**config.mk**
```make
export PLATFORM = sky130hd
export DESIGN_NAME = ace_engine
export DESIGN_NICKNAME = d
export VERILOG_FILES = /design/src/hdl/ace_pkg.sv /design/src/hdl/ace_engine.sv
export SDC_FILE = /design/constraint.sdc
export NUM_CORES = 1
export LEC_CHECK = 0
export ABC_AREA = 1
export BUFFER_PORTS_ARGS = -buffer_cell sky130_fd_sc_hd__buf_2
export CORE_MARGIN = 10
export CORE_UTILIZATION = 55
export DETAILED_ROUTE_END_ITERATION = 8
export HOLD_SLACK_MARGIN = 0.12
export MAX_ROUTING_LAYER = met4
export PLACE_DENSITY = 0.76
export SLEW_MARGIN = 20
export SYNTH_ARGS = -nofsm -noshare
export SYNTH_HDL_FRONTEND = slang
export SYNTH_SLANG_ARGS = --single-unit
export TNS_END_PERCENT = 1
```
**constraint.sdc**
```tcl
create_clock -name hclk -period 3.8 [get_ports hclk]
set_input_delay 0.38 -clock hclk [delete_from_list [all_inputs] [get_ports hclk]]
set_output_delay 0.38 -clock hclk [all_outputs]
set_load 0.1 [all_outputs]
```
**src/hdl/ace_pkg.sv**
```systemverilog
// ace_pkg: offsets, bit positions, codes and types of the ata command engine
// assumes: ace_engine, the bench and the media model use it; all codes are 8-bit task-file values
package ace_pkg;
   // register byte offsets on the ahb slave
   localparam logic [7:0] RA_DATA = 8'h00; // data port
   localparam logic [7:0] RA_FEAT = 8'h04; // w features, r error
   localparam logic [7:0] RA_SCNT = 8'h08;
   localparam logic [7:0] RA_SNUM = 8'h0C;
   localparam logic [7:0] RA_CYLL = 8'h10;
   localparam logic [7:0] RA_CYLH = 8'h14;
   localparam logic [7:0] RA_DRVH = 8'h18;
   localparam logic [7:0] RA_CMD = 8'h1C; // w command, r status
   localparam logic [7:0] RA_DCTL = 8'h20; // w device control, r alt status
   localparam logic [7:0] RA_TOTS = 8'h24; // total sectors of the card
   localparam logic [7:0] RA_MODE = 8'h28; // read-only mode word
   // bit positions and the word transfer size
   localparam int DC_SRST = 2;
   localparam int DC_NIEN = 1;
   localparam logic [2:0] HSIZE_WORD = 3'h2;
   // error codes, task-file and multiple-count reset values, and the awake sector count
   localparam logic [7:0] ER_ABRT = 8'h04;
   localparam logic [7:0] ER_IDNF = 8'h10;
   localparam logic [7:0] ER_RST = 8'h01;
   localparam logic [7:0] SC_RST = 8'h01;
   localparam logic [7:0] SN_RST = 8'h01;
   localparam logic [7:0] MULT_RST = 8'h01;
   localparam logic [7:0] SC_AWAKE = 8'hFF;
   // identify words
   localparam logic [15:0] ID_GCFG = 16'h848A;
   localparam logic [15:0] ID_BTYPE = 16'h0002;
   localparam logic [15:0] ID_BSIZE = 16'h0002;
   localparam logic [15:0] ID_ECC = 16'h0004;
   localparam logic [15:0] ID_MMAX = 16'h0001;
   localparam logic [15:0] ID_CAPS = 16'h0200;
   localparam logic [15:0] ID_PIO = 16'h0100;
   localparam logic [15:0] ID_MVAL = 16'h0100;
   // transfer sizes: sector lengths in 16-bit words, then the largest sector count
   localparam logic [9:0] WPS_STD = 10'h100;
   localparam logic [9:0] WPS_LONG = 10'h102;
   localparam logic [8:0] NSEC_MAX = 9'h100;
   // feature codes
   localparam logic [7:0] FT_B8ON = 8'h01, FT_RLA = 8'h55, FT_NOPOR = 8'h66;
   localparam logic [7:0] FT_B8OFF = 8'h81, FT_ECC4 = 8'hBB, FT_POR = 8'hCC;
   // power states
   localparam logic [1:0] PW_ACT = 2'h0, PW_IDLE = 2'h1, PW_SLP = 2'h2;
   // command codes
   localparam logic [7:0] CM_RD = 8'h20, CM_RD1 = 8'h21, CM_RL = 8'h22, CM_RL1 = 8'h23;
   localparam logic [7:0] CM_WR = 8'h30, CM_WR1 = 8'h31, CM_WL = 8'h32, CM_WL1 = 8'h33;
   localparam logic [7:0] CM_WNE = 8'h38, CM_WV = 8'h3C, CM_VR = 8'h40, CM_VR1 = 8'h41;
   localparam logic [7:0] CM_RM = 8'hC4, CM_WM = 8'hC5, CM_WMNE = 8'hCD, CM_SM = 8'hC6;
   // recalibrate and seek match on the high nibble only, see ace_decode
   localparam logic [7:0] CM_REC = 8'h10, CM_SEEK = 8'h70, CM_ID = 8'hEC, CM_SF = 8'hEF;
   localparam logic [7:0] CM_IDL = 8'hE3, CM_IDL1 = 8'h97, CM_IDI = 8'hE1, CM_IDI1 = 8'h95;
   localparam logic [7:0] CM_SLP = 8'hE6, CM_SLP1 = 8'h99, CM_SB = 8'hE2, CM_SB1 = 8'h96;
   localparam logic [7:0] CM_SBI = 8'hE0, CM_SBI1 = 8'h94, CM_WEAR = 8'hF5;
   localparam logic [7:0] CM_CHK = 8'hE5, CM_CHK1 = 8'h98, CM_DIAG = 8'h90, CM_ERS = 8'hC0;
   localparam logic [7:0] CM_INIT = 8'h91, CM_SENSE = 8'h03, CM_FMT = 8'h50;
   localparam logic [7:0] CM_XLAT = 8'h87, CM_BRD = 8'hE4, CM_BWR = 8'hE8;

   typedef enum {S_IDLE, S_EXEC, S_XFER, S_PROG, S_VRFY} ace_state_e;
   typedef enum logic [4:0] {CL_BAD, CL_NOP, CL_RD, CL_WR, CL_VRF, CL_ID, CL_SEEK,
      CL_FEAT, CL_MULT, CL_IDLE, CL_IDLI, CL_SLP, CL_STBY, CL_WEAR, CL_BRD, CL_BWR,
      CL_CHK} ace_cls_e;
   typedef struct packed {
      ace_cls_e cls;
      logic lng; // 516-byte sectors
      logic mlt; // block interrupts
      logic noer; // no erase before program
      logic vfy; // verify after program
   } ace_cmd_s;
   typedef struct packed {
      logic rd; // word consumed
      logic wr; // word delivered on wdata
      logic prog; // sector complete, program it
      logic erase; // erase before program
      logic vfy; // verify after program
      logic [27:0] lba; // sector address
      logic [15:0] wdata;
   } ace_med_s;

   // command code to class and flags
   function automatic ace_cmd_s ace_decode(input logic [7:0] c);
      ace_cmd_s d;
      d = '0;
      unique case (c)
         CM_RD, CM_RD1: d.cls = CL_RD;
         CM_RL, CM_RL1: d = '{CL_RD, 1'b1, 1'b0, 1'b0, 1'b0};
         CM_RM: d = '{CL_RD, 1'b0, 1'b1, 1'b0, 1'b0};
         CM_WR, CM_WR1: d.cls = CL_WR;
         CM_WL, CM_WL1: d = '{CL_WR, 1'b1, 1'b0, 1'b0, 1'b0};
         CM_WM: d = '{CL_WR, 1'b0, 1'b1, 1'b0, 1'b0};
         CM_WMNE: d = '{CL_WR, 1'b0, 1'b1, 1'b1, 1'b0};
         CM_WNE: d = '{CL_WR, 1'b0, 1'b0, 1'b1, 1'b0};
         CM_WV: d = '{CL_WR, 1'b0, 1'b0, 1'b0, 1'b1};
         CM_VR, CM_VR1: d.cls = CL_VRF;
         CM_ID: d.cls = CL_ID;
         CM_SF: d.cls = CL_FEAT;
         CM_SM: d.cls = CL_MULT;
         CM_IDL, CM_IDL1: d.cls = CL_IDLE;
         CM_IDI, CM_IDI1: d.cls = CL_IDLI;
         CM_SLP, CM_SLP1: d.cls = CL_SLP;
         CM_SB, CM_SB1, CM_SBI, CM_SBI1: d.cls = CL_STBY;
         CM_WEAR: d.cls = CL_WEAR;
         CM_CHK, CM_CHK1: d.cls = CL_CHK;
         CM_BRD, CM_XLAT: d.cls = CL_BRD;
         CM_BWR, CM_FMT: d.cls = CL_BWR;
         CM_DIAG, CM_ERS, CM_INIT, CM_SENSE: d.cls = CL_NOP;
         // low nibble of recalibrate and seek is free
         default: d.cls = (c[7:4] == CM_REC[7:4]) ? CL_NOP :
            (c[7:4] == CM_SEEK[7:4]) ? CL_SEEK : CL_BAD;
      endcase
      return d;
   endfunction
endpackage

```
**src/hdl/ace_engine.sv**
```systemverilog
// ace_engine: ata task-file command interpreter behind an ahb-lite slave
// assumes: one clock; media side answers med_rdata in the cycle of a rd pulse
//
// Local design decisions: the register addresses and the AHB-Lite slave port.
`timescale 1ns/1ps

module ace_engine #(
   parameter logic [15:0] NCYL = 16'h0100, // default cylinders
   parameter logic [15:0] NHEAD = 16'h0004, // default heads
   parameter logic [15:0] NSPT = 16'h0020, // default sectors per track
   parameter logic [31:0] TOTS_RST = 32'h0002_0000 // total sectors after reset
) (
   input logic hclk, // bus clock
   input logic hresetn, // async reset, low
   input logic hsel, // slave select
   input logic [31:0] haddr, // byte address
   input logic [1:0] htrans, // transfer type
   input logic hwrite, // write when high
   input logic [2:0] hsize, // word only
   input logic hready, // bus ready in
   input logic [31:0] hwdata, // write data
   output logic [31:0] hrdata, // read data
   output logic hreadyout, // always ready
   output logic hresp, // always okay
   output logic irq_n, // interrupt request, low
   output ace_pkg::ace_med_s med, // media strobes and address
   input logic [15:0] med_rdata // current media word
);
   import ace_pkg::*;

   ////////////////////////////////////////////////////////////////////////////
   // state
   ace_state_e st_r;
   ace_cmd_s cmd_r;
   ace_med_s med_r;
   logic [7:0] feat_r, sc_r, sn_r, cyl_r, cyh_r, dh_r, err_r, mult_r, blk_r, lob_r;
   logic [9:0] wc_r;
   logic [8:0] ns_r;
   logic [31:0] tot_r, hrdata_r;
   logic [1:0] pw_r;
   logic [7:0] wa_r;
   logic wp_r, srst_r, nien_r, b8_r, nopor_r, apd_r, irqp_r, irq_n_r, errf_r;

   // identify block; words not listed are zero
   function automatic logic [15:0] id_word(input logic [7:0] w, input logic [7:0] m,
      input logic [31:0] t);
      unique case (w)
         8'd0: id_word = ID_GCFG;
         8'd1: id_word = NCYL;
         8'd3: id_word = NHEAD;
         8'd6: id_word = NSPT;
         8'd7: id_word = t[31:16];
         8'd8: id_word = t[15:0];
         8'd20: id_word = ID_BTYPE;
         8'd21: id_word = ID_BSIZE;
         8'd22: id_word = ID_ECC;
         8'd47: id_word = ID_MMAX;
         8'd49: id_word = ID_CAPS;
         8'd51: id_word = ID_PIO;
         8'd59: id_word = ID_MVAL | {8'h00, m};
         8'd60: id_word = t[15:0];
         8'd61: id_word = t[31:16];
         default: id_word = 16'h0000; // includes dma timing word 52
      endcase
   endfunction

   ////////////////////////////////////////////////////////////////////////////
   // bus decode; writes land in the data phase, reads are fetched in the address phase
   wire ap = hsel & hready & htrans[1] & (hsize == HSIZE_WORD);
   wire ard = ap & ~hwrite;
   wire [7:0] aa = haddr[7:0];
   wire busy = srst_r | st_r inside {S_EXEC, S_PROG, S_VRFY};
   wire drq = st_r == S_XFER;
   wire tf_ok = wp_r & ~busy & ~drq;
   wire stat_rd = ard & (aa == RA_CMD);
   wire cmd_wr = tf_ok & (wa_r == RA_CMD);
   wire dctl_wr = wp_r & (wa_r == RA_DCTL);
   wire [7:0] stat = {busy, ~busy, 2'b01, drq, 2'b00, errf_r};
   wire [7:0] mode = {1'b0, pw_r, apd_r, nopor_r, b8_r, mult_r[1:0]};

   ////////////////////////////////////////////////////////////////////////////
   // transfer bookkeeping
   wire rd_dir = cmd_r.cls inside {CL_RD, CL_ID, CL_BRD};
   wire [27:0] lba = {dh_r[3:0], cyh_r, cyl_r, sn_r};
   wire [27:0] lba_inc = lba + 28'h000_0001;
   wire in_rng = {4'h0, lba} < tot_r;
   // 8-bit mode doubles the accesses per sector
   wire [9:0] wlast = ((cmd_r.lng ? WPS_LONG : WPS_STD) << b8_r) - 10'd1;
   wire rd_take = ard & (aa == RA_DATA) & rd_dir;
   wire wr_take = wp_r & (wa_r == RA_DATA) & ~rd_dir;
   wire take = drq & (rd_take | wr_take);
   wire sec_end = take & (wc_r == wlast);
   wire last_sec = ns_r == 9'd1;
   wire blk_end = ~cmd_r.mlt | (blk_r + 8'd1 >= mult_r);
   wire word_edge = ~b8_r | wc_r[0];
   wire adv = (sec_end & cmd_r.cls inside {CL_RD, CL_WR}) | (st_r == S_VRFY);
   wire [7:0] iw = b8_r ? wc_r[8:1] : wc_r[7:0];
   wire [15:0] idw = id_word(iw, mult_r, tot_r);
   wire [15:0] rword = (cmd_r.cls == CL_ID) ? idw :
      (cmd_r.cls == CL_RD) ? med_rdata : 16'h0000;
   wire [15:0] dout = b8_r ? {8'h00, wc_r[0] ? rword[15:8] : rword[7:0]} : rword;

   ////////////////////////////////////////////////////////////////////////////
   // command outcome, valid while st_r is S_EXEC
   wire ex = st_r == S_EXEC;
   wire feat_ok = feat_r inside {FT_B8ON, FT_B8OFF, FT_NOPOR, FT_POR, FT_RLA, FT_ECC4};
   wire ex_idnf = cmd_r.cls inside {CL_RD, CL_WR, CL_VRF, CL_SEEK} & ~in_rng;
   wire ex_abrt = (cmd_r.cls == CL_BAD)
      | (cmd_r.cls == CL_FEAT & ~feat_ok)
      | (cmd_r.cls == CL_MULT & sc_r > MULT_RST)
      | (cmd_r.mlt & mult_r == 8'h00);
   wire ex_bad = ex_idnf | ex_abrt;
   wire ex_ok = ex & ~ex_bad;
   wire x_xfer = ex_ok & cmd_r.cls inside {CL_RD, CL_WR, CL_ID, CL_BRD, CL_BWR};
   wire x_vrf = ex_ok & cmd_r.cls == CL_VRF;
   // interrupt points: reads when data is ready, writes after programming
   wire irq_set = (ex & ~x_xfer & ~x_vrf)
      | (x_xfer & rd_dir)
      | (sec_end & rd_dir & ~last_sec & blk_end)
      | (st_r == S_PROG & (ns_r == 9'd0 | blk_r == 8'h00))
      | (st_r == S_VRFY & last_sec);

   ////////////////////////////////////////////////////////////////////////////
   // read mux; unmapped offsets read zero
   wire [31:0] rmux = (aa == RA_DATA) ? {16'h0000, drq & rd_dir ? dout : 16'h0000} :
      (aa == RA_FEAT) ? {24'h0, err_r} :
      (aa == RA_SCNT) ? {24'h0, sc_r} :
      (aa == RA_SNUM) ? {24'h0, sn_r} :
      (aa == RA_CYLL) ? {24'h0, cyl_r} :
      (aa == RA_CYLH) ? {24'h0, cyh_r} :
      (aa == RA_DRVH) ? {24'h0, dh_r} :
      (aa == RA_CMD || aa == RA_DCTL) ? {24'h0, stat} :
      (aa == RA_TOTS) ? tot_r :
      (aa == RA_MODE) ? {24'h0, mode} : 32'h0000_0000;

   // bus slave; zero wait states, so hreadyout and hresp are constant
   always_ff @(posedge hclk or negedge hresetn) begin
      if (!hresetn) begin
         wp_r <= 1'b0;
         wa_r <= 8'h00;
         hrdata_r <= 32'h0000_0000;
      end else begin
         wp_r <= ap & hwrite;
         wa_r <= aa;
         if (ard) begin
            hrdata_r <= rmux;
         end
      end
   end

   ////////////////////////////////////////////////////////////////////////////
   // command sequencer; soft reset parks it idle
   always_ff @(posedge hclk or negedge hresetn) begin
      if (!hresetn) begin
         st_r <= S_IDLE;
         cmd_r <= '0;
         wc_r <= 10'h000;
         ns_r <= 9'h000;
         blk_r <= 8'h00;
      end else if (srst_r) begin
         st_r <= S_IDLE;
      end else begin
         unique case (st_r)
            S_IDLE: if (cmd_wr) begin
               st_r <= S_EXEC;
               cmd_r <= ace_decode(hwdata[7:0]);
               ns_r <= (sc_r == 8'h00) ? NSEC_MAX : {1'b0, sc_r};
            end
            S_EXEC: begin
               wc_r <= 10'h000;
               blk_r <= 8'h00;
               if (cmd_r.cls inside {CL_ID, CL_BRD, CL_BWR}) begin
                  ns_r <= 9'd1;
               end
               // verify counts sectors with no data request
               st_r <= x_xfer ? S_XFER : x_vrf ? S_VRFY : S_IDLE;
            end
            S_XFER: if (take) begin
               wc_r <= sec_end ? 10'h000 : wc_r + 10'd1;
               if (sec_end) begin
                  ns_r <= ns_r - 9'd1;
                  blk_r <= blk_end ? 8'h00 : blk_r + 8'd1;
                  if (!rd_dir) begin
                     st_r <= S_PROG;
                  end else if (last_sec) begin
                     st_r <= S_IDLE;
                  end
               end
            end
            S_PROG: st_r <= (ns_r == 9'd0) ? S_IDLE : S_XFER;
            S_VRFY: begin
               ns_r <= ns_r - 9'd1;
               if (last_sec) begin
                  st_r <= S_IDLE;
               end
            end
         endcase
      end
   end

   ////////////////////////////////////////////////////////////////////////////
   // task file; the engine wins over a host write in the same cycle
   always_ff @(posedge hclk or negedge hresetn) begin
      if (!hresetn) begin
         feat_r <= 8'h00;
         sc_r <= SC_RST;
         sn_r <= SN_RST;
         cyl_r <= 8'h00;
         cyh_r <= 8'h00;
         dh_r <= 8'h00;
         err_r <= ER_RST;
         errf_r <= 1'b0;
      end else if (srst_r) begin
         feat_r <= 8'h00;
         sc_r <= SC_RST;
         sn_r <= SN_RST;
         cyl_r <= 8'h00;
         cyh_r <= 8'h00;
         dh_r <= 8'h00;
         err_r <= ER_RST;
         errf_r <= 1'b0;
      end else if (adv) begin
         {dh_r[3:0], cyh_r, cyl_r, sn_r} <= lba_inc;
         sc_r <= sc_r - 8'd1;
      end else if (ex) begin
         errf_r <= ex_bad;
         err_r <= ex_idnf ? ER_IDNF : ex_abrt ? ER_ABRT : 8'h00;
         if (ex_ok && cmd_r.cls == CL_WEAR) begin
            sc_r <= 8'h00;
         end
         if (ex_ok && cmd_r.cls == CL_CHK) begin
            sc_r <= (pw_r == PW_SLP) ? 8'h00 : SC_AWAKE;
         end
      end else if (tf_ok) begin
         if (wa_r == RA_FEAT) feat_r <= hwdata[7:0];
         if (wa_r == RA_SCNT) sc_r <= hwdata[7:0];
         if (wa_r == RA_SNUM) sn_r <= hwdata[7:0];
         if (wa_r == RA_CYLL) cyl_r <= hwdata[7:0];
         if (wa_r == RA_CYLH) cyh_r <= hwdata[7:0];
         if (wa_r == RA_DRVH) dh_r <= hwdata[7:0];
      end
   end

   ////////////////////////////////////////////////////////////////////////////
   // configuration and power; survives soft reset unless defaults are restored
   always_ff @(posedge hclk or negedge hresetn) begin
      if (!hresetn) begin
         srst_r <= 1'b0;
         nien_r <= 1'b0;
         b8_r <= 1'b0;
         nopor_r <= 1'b0;
         apd_r <= 1'b0;
         mult_r <= MULT_RST;
         pw_r <= PW_ACT;
         tot_r <= TOTS_RST;
      end else begin
         if (dctl_wr) begin
            srst_r <= hwdata[DC_SRST];
            nien_r <= hwdata[DC_NIEN];
         end
         if (wp_r && wa_r == RA_TOTS) begin
            tot_r <= hwdata;
         end
         if (srst_r && !nopor_r) begin
            b8_r <= 1'b0;
            mult_r <= MULT_RST;
            apd_r <= 1'b0;
         end else if (cmd_wr) begin
            pw_r <= PW_ACT;
         end else if (ex_ok) begin
            unique case (cmd_r.cls)
               CL_FEAT: begin
                  if (feat_r == FT_B8ON) b8_r <= 1'b1;
                  if (feat_r == FT_B8OFF) b8_r <= 1'b0;
                  if (feat_r == FT_NOPOR) nopor_r <= 1'b1;
                  if (feat_r == FT_POR) nopor_r <= 1'b0;
               end
               CL_MULT: mult_r <= sc_r;
               CL_IDLE: begin
                  pw_r <= PW_IDLE;
                  apd_r <= sc_r != 8'h00;
               end
               CL_IDLI: pw_r <= PW_IDLE;
               CL_SLP, CL_STBY: pw_r <= PW_SLP;
               default: ;
            endcase
         end
      end
   end

   ////////////////////////////////////////////////////////////////////////////
   // interrupt: a completion in the cycle of a status read still sets the flag
   always_ff @(posedge hclk or negedge hresetn) begin
      if (!hresetn) begin
         irqp_r <= 1'b0;
         irq_n_r <= 1'b1;
      end else begin
         if (irq_set) begin
            irqp_r <= 1'b1;
         end else if (stat_rd || cmd_wr || srst_r) begin
            irqp_r <= 1'b0;
         end
         irq_n_r <= ~(irqp_r & ~nien_r);
      end
   end

   ////////////////////////////////////////////////////////////////////////////
   // media strobes; only sector commands touch the media, buffer ones do not
   always_ff @(posedge hclk or negedge hresetn) begin
      if (!hresetn) begin
         med_r <= '0;
         lob_r <= 8'h00;
      end else begin
         med_r.rd <= take & (cmd_r.cls == CL_RD) & word_edge;
         med_r.wr <= take & (cmd_r.cls == CL_WR) & word_edge;
         med_r.prog <= sec_end & (cmd_r.cls == CL_WR);
         med_r.erase <= ~cmd_r.noer;
         med_r.vfy <= cmd_r.vfy;
         med_r.lba <= lba;
         if (wr_take && drq) begin
            med_r.wdata <= b8_r ? {hwdata[7:0], lob_r} : hwdata[15:0];
            lob_r <= hwdata[7:0];
         end
      end
   end

   assign hrdata = hrdata_r;
   assign hreadyout = 1'b1;
   assign hresp = 1'b0;
   assign irq_n = irq_n_r;
   assign med = med_r;

   wire id_rd = ard & (aa == RA_DATA) & drq & (cmd_r.cls == CL_ID) & ~b8_r;
endmodule

```
# Yosys cells after proc, flatten, opt, wreduce, memory -nomap -nowiden
# Cells that the tools add are included.
# op_classes
n_bitwise	71
magnitude_cmp	3
n_eq_ne	119
mux	109
addsub	6
shift	1
n_reduce_logical	86
# ops
operator	count
$mux 32	15
$mux 8	44
$eq 8x8->1 const B	28
$eq 8x6->1 const B	21
$pmux 16 s10	1
$pmux 32 s5	1
$eq 32x2->1 const B	3
$eq 32x3->1 const B	3
$eq 8x5->1 const B	11
$mux 16	5
$pmux 5 s15	1
$logic_not 8->1	6
$mux 9	5
$eq 5x4->1 const B	8
$eq 8x4->1 const B	5
$eq 8x7->1 const B	5
$and 1x1->1	39
$pmux 9 s4	1
$reduce_and 3->1	11
$eq 32x1->1 const B	1
$eq 32x4->1 const B	1
$eq 8x3->1 const B	4
$logic_not 32->1	1
$lt 28x32->1	1
other kinds (56)	174
# totals
output_inout_bits	84
wordCells	434
regBits	272
input_bits	90

# Logic depth before layout (Yosys ltp)
# depth
ltp_word	19
mapped_depth	21
mapped_depth_nobuf	19

# Worst setup path after synthesis
# No wires, ideal clock.
# synth_path
kind	flip-flop to flip-flop
from	reg b8_r
to	reg sc_r[7]
setup_time_ns	0.118
required_ns	3.682
path_buffers	5
synth_period_minus_slack_ns	3.130
setup_slack_ns	0.670
t_arrival_ns	3.012
stages_incl_launch_ff	22
cell_sequence	dfrtp_1 -> buf_2 -> inv_1 -> clkbuf_1 -> clkbuf_1 -> ha_1 -> inv_1 -> ha_1 -> nand2_1 -> o21ai_0 -> a21oi_1 -> nand3_1 -> a21oi_1 -> nand4_2 -> nand3_2 -> inv_2 -> buf_6 -> buf_6 -> o21ai_1 -> o21ai_1 -> nand3_1 -> nand2_1
# synth_between
elab_chain_cells	8
word_cells_on_any_way	12
classes_between	1 x add/sub; 2 x eq/ne; 1 x shift; 2 x mux; 3 x bitwise; 3 x reduce/logical
# synth_lines
element	line	source
start, declared	ace_engine.sv:42	logic wp_r, srst_r, nien_r, b8_r, nopor_r, apd_r, irqp_r, irq_n_r, errf_r;
start signal, assigned	ace_engine.sv:250	b8_r <= 1'b0;
start signal, assigned	ace_engine.sv:265	b8_r <= 1'b0;
start signal, assigned	ace_engine.sv:273	if (feat_r == FT_B8ON) b8_r <= 1'b1;
$shl 9x1->10 (*)	ace_engine.sv:88	wire [9:0] wlast = ((cmd_r.lng ? WPS_LONG : WPS_STD) << b8_r) - 10'd1;
$sub 10x1->10 (*)	ace_engine.sv:88	
$eq 10x10->1 (*)	ace_engine.sv:92	wire sec_end = take & (wc_r == wlast);
$and 1x1->1 (*)	ace_engine.sv:92	
$and 1x1->1 (*)	ace_engine.sv:96	wire adv = (sec_end & cmd_r.cls inside {CL_RD, CL_WR}) | (st_r == S_VRFY);
$or 1x1->1 (*)	ace_engine.sv:96	
$ne 5x3->1 (no line) (tied with other cells)	--	
$reduce_and 3->1 (no line) / $mux 8 (equally long branches)	--	
end signal, assigned	ace_engine.sv:224	sc_r <= sc_r - 8'd1;
end signal, assigned	ace_engine.sv:232	sc_r <= (pw_r == PW_SLP) ? 8'h00 : SC_AWAKE;
end signal, assigned	ace_engine.sv:236	if (wa_r == RA_SCNT) sc_r <= hwdata[7:0];
end, declared	ace_engine.sv:36	logic [7:0] feat_r, sc_r, sn_r, cyl_r, cyh_r, dh_r, err_r, mult_r, blk_r, lob_r;
# Every way passes the cells marked *; elsewhere a longest branch is shown, timed or not.
# A chain may end at the register's enable or synchronous reset.

# Final worst setup path
# layout_path
from	reg b8_r
to	reg cyh_r[1]
# layout_between
elab_chain_cells	8
word_cells_on_any_way	12
classes_between	1 x add/sub; 2 x eq/ne; 1 x shift; 2 x mux; 3 x bitwise; 3 x reduce/logical
# layout_lines
element	line	source
$shl 9x1->10 (*)	ace_engine.sv:88	
$sub 10x1->10 (*)	ace_engine.sv:88	
$eq 10x10->1 (*)	ace_engine.sv:92	
$and 1x1->1 (*)	ace_engine.sv:92	
$and 1x1->1 (*)	ace_engine.sv:96	
$or 1x1->1 (*)	ace_engine.sv:96	
$ne 3x3->1 (no line) (tied with other cells)	--	
$reduce_and 3->1 (no line) / $mux 8 (equally long branches)	--	
end signal, assigned	ace_engine.sv:223	{dh_r[3:0], cyh_r, cyl_r, sn_r} <= lba_inc;
end signal, assigned	ace_engine.sv:239	if (wa_r == RA_CYLH) cyh_r <= hwdata[7:0];
end, declared	ace_engine.sv:36	
# Marks and branches as above.

==> results.sh <==
export IMPL_status="finished clean"
export IMPL_root_buffer="clkbuf_16"
export IMPL_cts_buffer_depth=3
export IMPL_place_hpwl_um=36400
export IMPL_vdd_drop_max_v=0.000400
export IMPL_core_mm2=0.0270
export IMPL_r2r_slack_ns=0.57
export IMPL_worstPathRequired_ns=4.30
export IMPL_hold_worst_slack_ns=0.166
export IMPL_finalSetupTns_ns=0
export IMPL_clock_sinks=267
export IMPL_worst_path_buf_inv=3
export IMPL_postRouteAntennaNets=0
export IMPL_synthCells=1918
export IMPL_cp_max_fo=19
export IMPL_via_count=14400
export IMPL_hold_viol=0
export IMPL_relSlewSlack_pct=48.2
export IMPL_cp_depth=14
export IMPL_reg2reg_to="cyh_r[1]$_DFFE_PN0P_"
export IMPL_gr_total_overflow=0
export IMPL_synthTopCellsByCount="439 x nand2_1, 261 x dfrtp_1, 228 x inv_1, 192 x nor2_1, 136 x o21ai_0"
export IMPL_io_pins=174
export IMPL_synth_area_per_cell_um2=7.84
export IMPL_worst_slack_ns=0.574
export IMPL_yosys_area_top_type="dfrtp_1"
export IMPL_grt_pass1_vias=13900
export IMPL_dp_cells=2404
export IMPL_cts_tree="done"
export IMPL_synth_top_area_share_pct=43.4
export IMPL_routabilityCongestion=1.02
export IMPL_antenna_found_initial=0
export IMPL_avgViaCountPerCell=5.79
export IMPL_cp_end_kind="register"
export IMPL_min_path_type="in -> reg"
export IMPL_maxCapViolCount=0
export IMPL_yosysMostFrequentCell="nand2_1"
export IMPL_wl_per_cell_um=19.4
export IMPL_clk_transition_reported_paths_ns=0.07
export IMPL_synth_edf_count=0
export IMPL_crit_type="reg -> reg"
export IMPL_p_leak_nw=8.80
export IMPL_cts_max_level=1
export IMPL_setup_viol=0
export IMPL_fin_crit_ns=3.23
export IMPL_critPathLaunchType="register"
export IMPL_drtIter0Drc=1574
export IMPL_grt_pass1_wl_um=75500
export IMPL_die_w_um=185
export IMPL_skew_ns=0.0217
export IMPL_grt_usage_pct=28.7
export IMPL_stdcell_count=2487
export IMPL_cts_setup_buffers=0
export IMPL_grt_start_max_net_pins=83
export IMPL_power_total_mw=6.54
export IMPL_place_ws_ns=0.636
export IMPL_drc=0
export IMPL_routed_wl_um=48200
export IMPL_synth_async_reset_ratio_pct=100
export IMPL_place_area_mm2=0.0162
export IMPL_syn_area_mm2=0.0150
export IMPL_power_density_mw_per_mm2=374
export IMPL_ys_warn_count=0
export IMPL_reg2reg_depth=14
export IMPL_layout_drive_gt1_share_pct=14.0
export IMPL_critPathTopFamily="simple AND/OR/NAND/NOR gates"
export IMPL_area_growth_pct=16.4
export IMPL_yosys_top_cells_area="dfrtp_1 43%, nand2_1 11%, inv_1 5.7%"
export IMPL_path_cells="buf_4 -> ha_1 -> inv_1 -> ha_1 -> inv_1 -> nand2_1 -> or2_2 -> a21oi_1 -> nand4_2 -> nand2_2 -> nand2_4 -> nand2_1 -> o211ai_1 -> o21ai_1"
export IMPL_drtPass1Iterations=6
export IMPL_tightest_slew_ns=0.777
export IMPL_rr_startpoint="b8_r$_DFFE_PN0P_"
export IMPL_num_nets_final=2259
export IMPL_yosysSeqAreaShare_pct=44.5
export IMPL_cts_buffers=30
export IMPL_max_stage_delay_ns=0.45
export IMPL_ys_types=67
export IMPL_slowest_stage="dfrtp_1"
export IMPL_clk_latency_ns=0.57
export IMPL_fin_crit_sh_pct=84.9
export IMPL_fmax_ghz=0.310
export IMPL_rsz0062_at_grt="no"
export IMPL_start_util_pct=55.8
export IMPL_rows=60
export IMPL_crit_arrival_ns=3.73
export IMPL_numPortBuffers=146
export IMPL_synth_seq_cells=267
export IMPL_ys_flop_type="dfrtp_1"
export IMPL_fp_dieH_um=185
export IMPL_dieArea_mm2=0.0344
export IMPL_drv_slew=0
export IMPL_fin_util_pct=65.0
export IMPL_crit_path_start="b8_r$_DFFE_PN0P_"
export IMPL_antenna_cells=0
export IMPL_worstSetupEndpoint="cyh_r[1]$_DFFE_PN0P_"
export IMPL_final_area_mm2=0.0175
==> registers in the layout (all words and copies together) (netlist names), 2 cells and up <==
register and count:
cyh_r 8, sc_r 8, blk_r 8, lob_r 8, med 49, mult_r 8, st_r 32, pw_r 2
feat_r 8, wc_r 10, sn_r 8, cyl_r 8, ns_r 9, wa_r 8, cmd_r 9, dh_r 8
tot_r 32, err_r 3, hrdata 32
==> timing repair <==
action	in CTS	in global routing
hold buffers	27	0
resized for setup	0	0
hold endpoints to repair	97	0
==> routing by layer <==
metal	up-vias	global-route usage, %	routed length (µm)
li1	6763	-	-
met2	762	43.5	21400
met3	101	5.58	5050
met4	0	9.88	1560
met5	-	-	0
met1	6771	37.9	20200
==> cells by family after synthesis <==
| family | Yosys count | synth area share, % |
|---|---|---|
| simple gates | 896 | 26.7 |
| other cells | 2 | 0.0499 |
| fa+ha+maj | 47 | 3.91 |
| xor+xnor | 41 | 2.39 |
| flops | 267 | 44.5 |
| buf+inv | 287 | 7.70 |
| compound gates | 378 | 14.8 |
==> power by group <==
part	switching, mW	leakage, nW	internal (mW)
clock network	1.23	0.495	1.76
registers	0.0467	3.26	2.91
logic	0.469	5.04	0.130
total	1.75	8.80	4.80
==> layout by cell type (no fill, tap or decap), drive strengths merged, types with 47 or more instances in the layout <==
cell type / instances
o21ai: 176
nand2: 452
a21oi: 101
buf: 161
nor2: 205
dfrtp: 261
nand4: 49
inv: 240
ha: 47
nand3: 118
==> worst min path at each step <==
stage	start	end	cells after the start
3_3_place_gp	cmd_r[0]$_DFFE_PN0P_	med[44]$_DFF_PN0_	0
4_1_cts	hwdata[8]	tot_r[8]$_DFFE_PN0P_	3
3_5_place_dp	cmd_r[0]$_DFFE_PN0P_	med[44]$_DFF_PN0_	0
2_1_floorplan	hresetn	apd_r$_DFFE_PN0P_	0
6_report	hwdata[11]	tot_r[11]$_DFFE_PN0P_	3
5_1_grt	hwdata[14]	tot_r[14]$_DFFE_PN0P_	3
==> worst register-to-register path: stages (launching register included) <==
cell	delay [ns]
dfrtp_1	0.45
buf_4	0.27
ha_1	0.18
inv_1	0.04
ha_1	0.18
inv_1	0.09
nand2_1	0.05
or2_2	0.29
a21oi_1	0.37
nand4_2	0.20
nand2_2	0.28
nand2_4	0.22
nand2_1	0.27
o211ai_1	0.15
o21ai_1	0.13
==> area by class of cell <==
type,instances,area (µm²)
flip-flops and latches,267,6690
inverters,242,910
clock inverters,18,196
well taps,341,427
multi-input cells,1393,7310
fillers,2326,9440
repair buffers,188,1150
clock buffers,38,831
No activity file was read; power rests on OpenSTA's default activity.
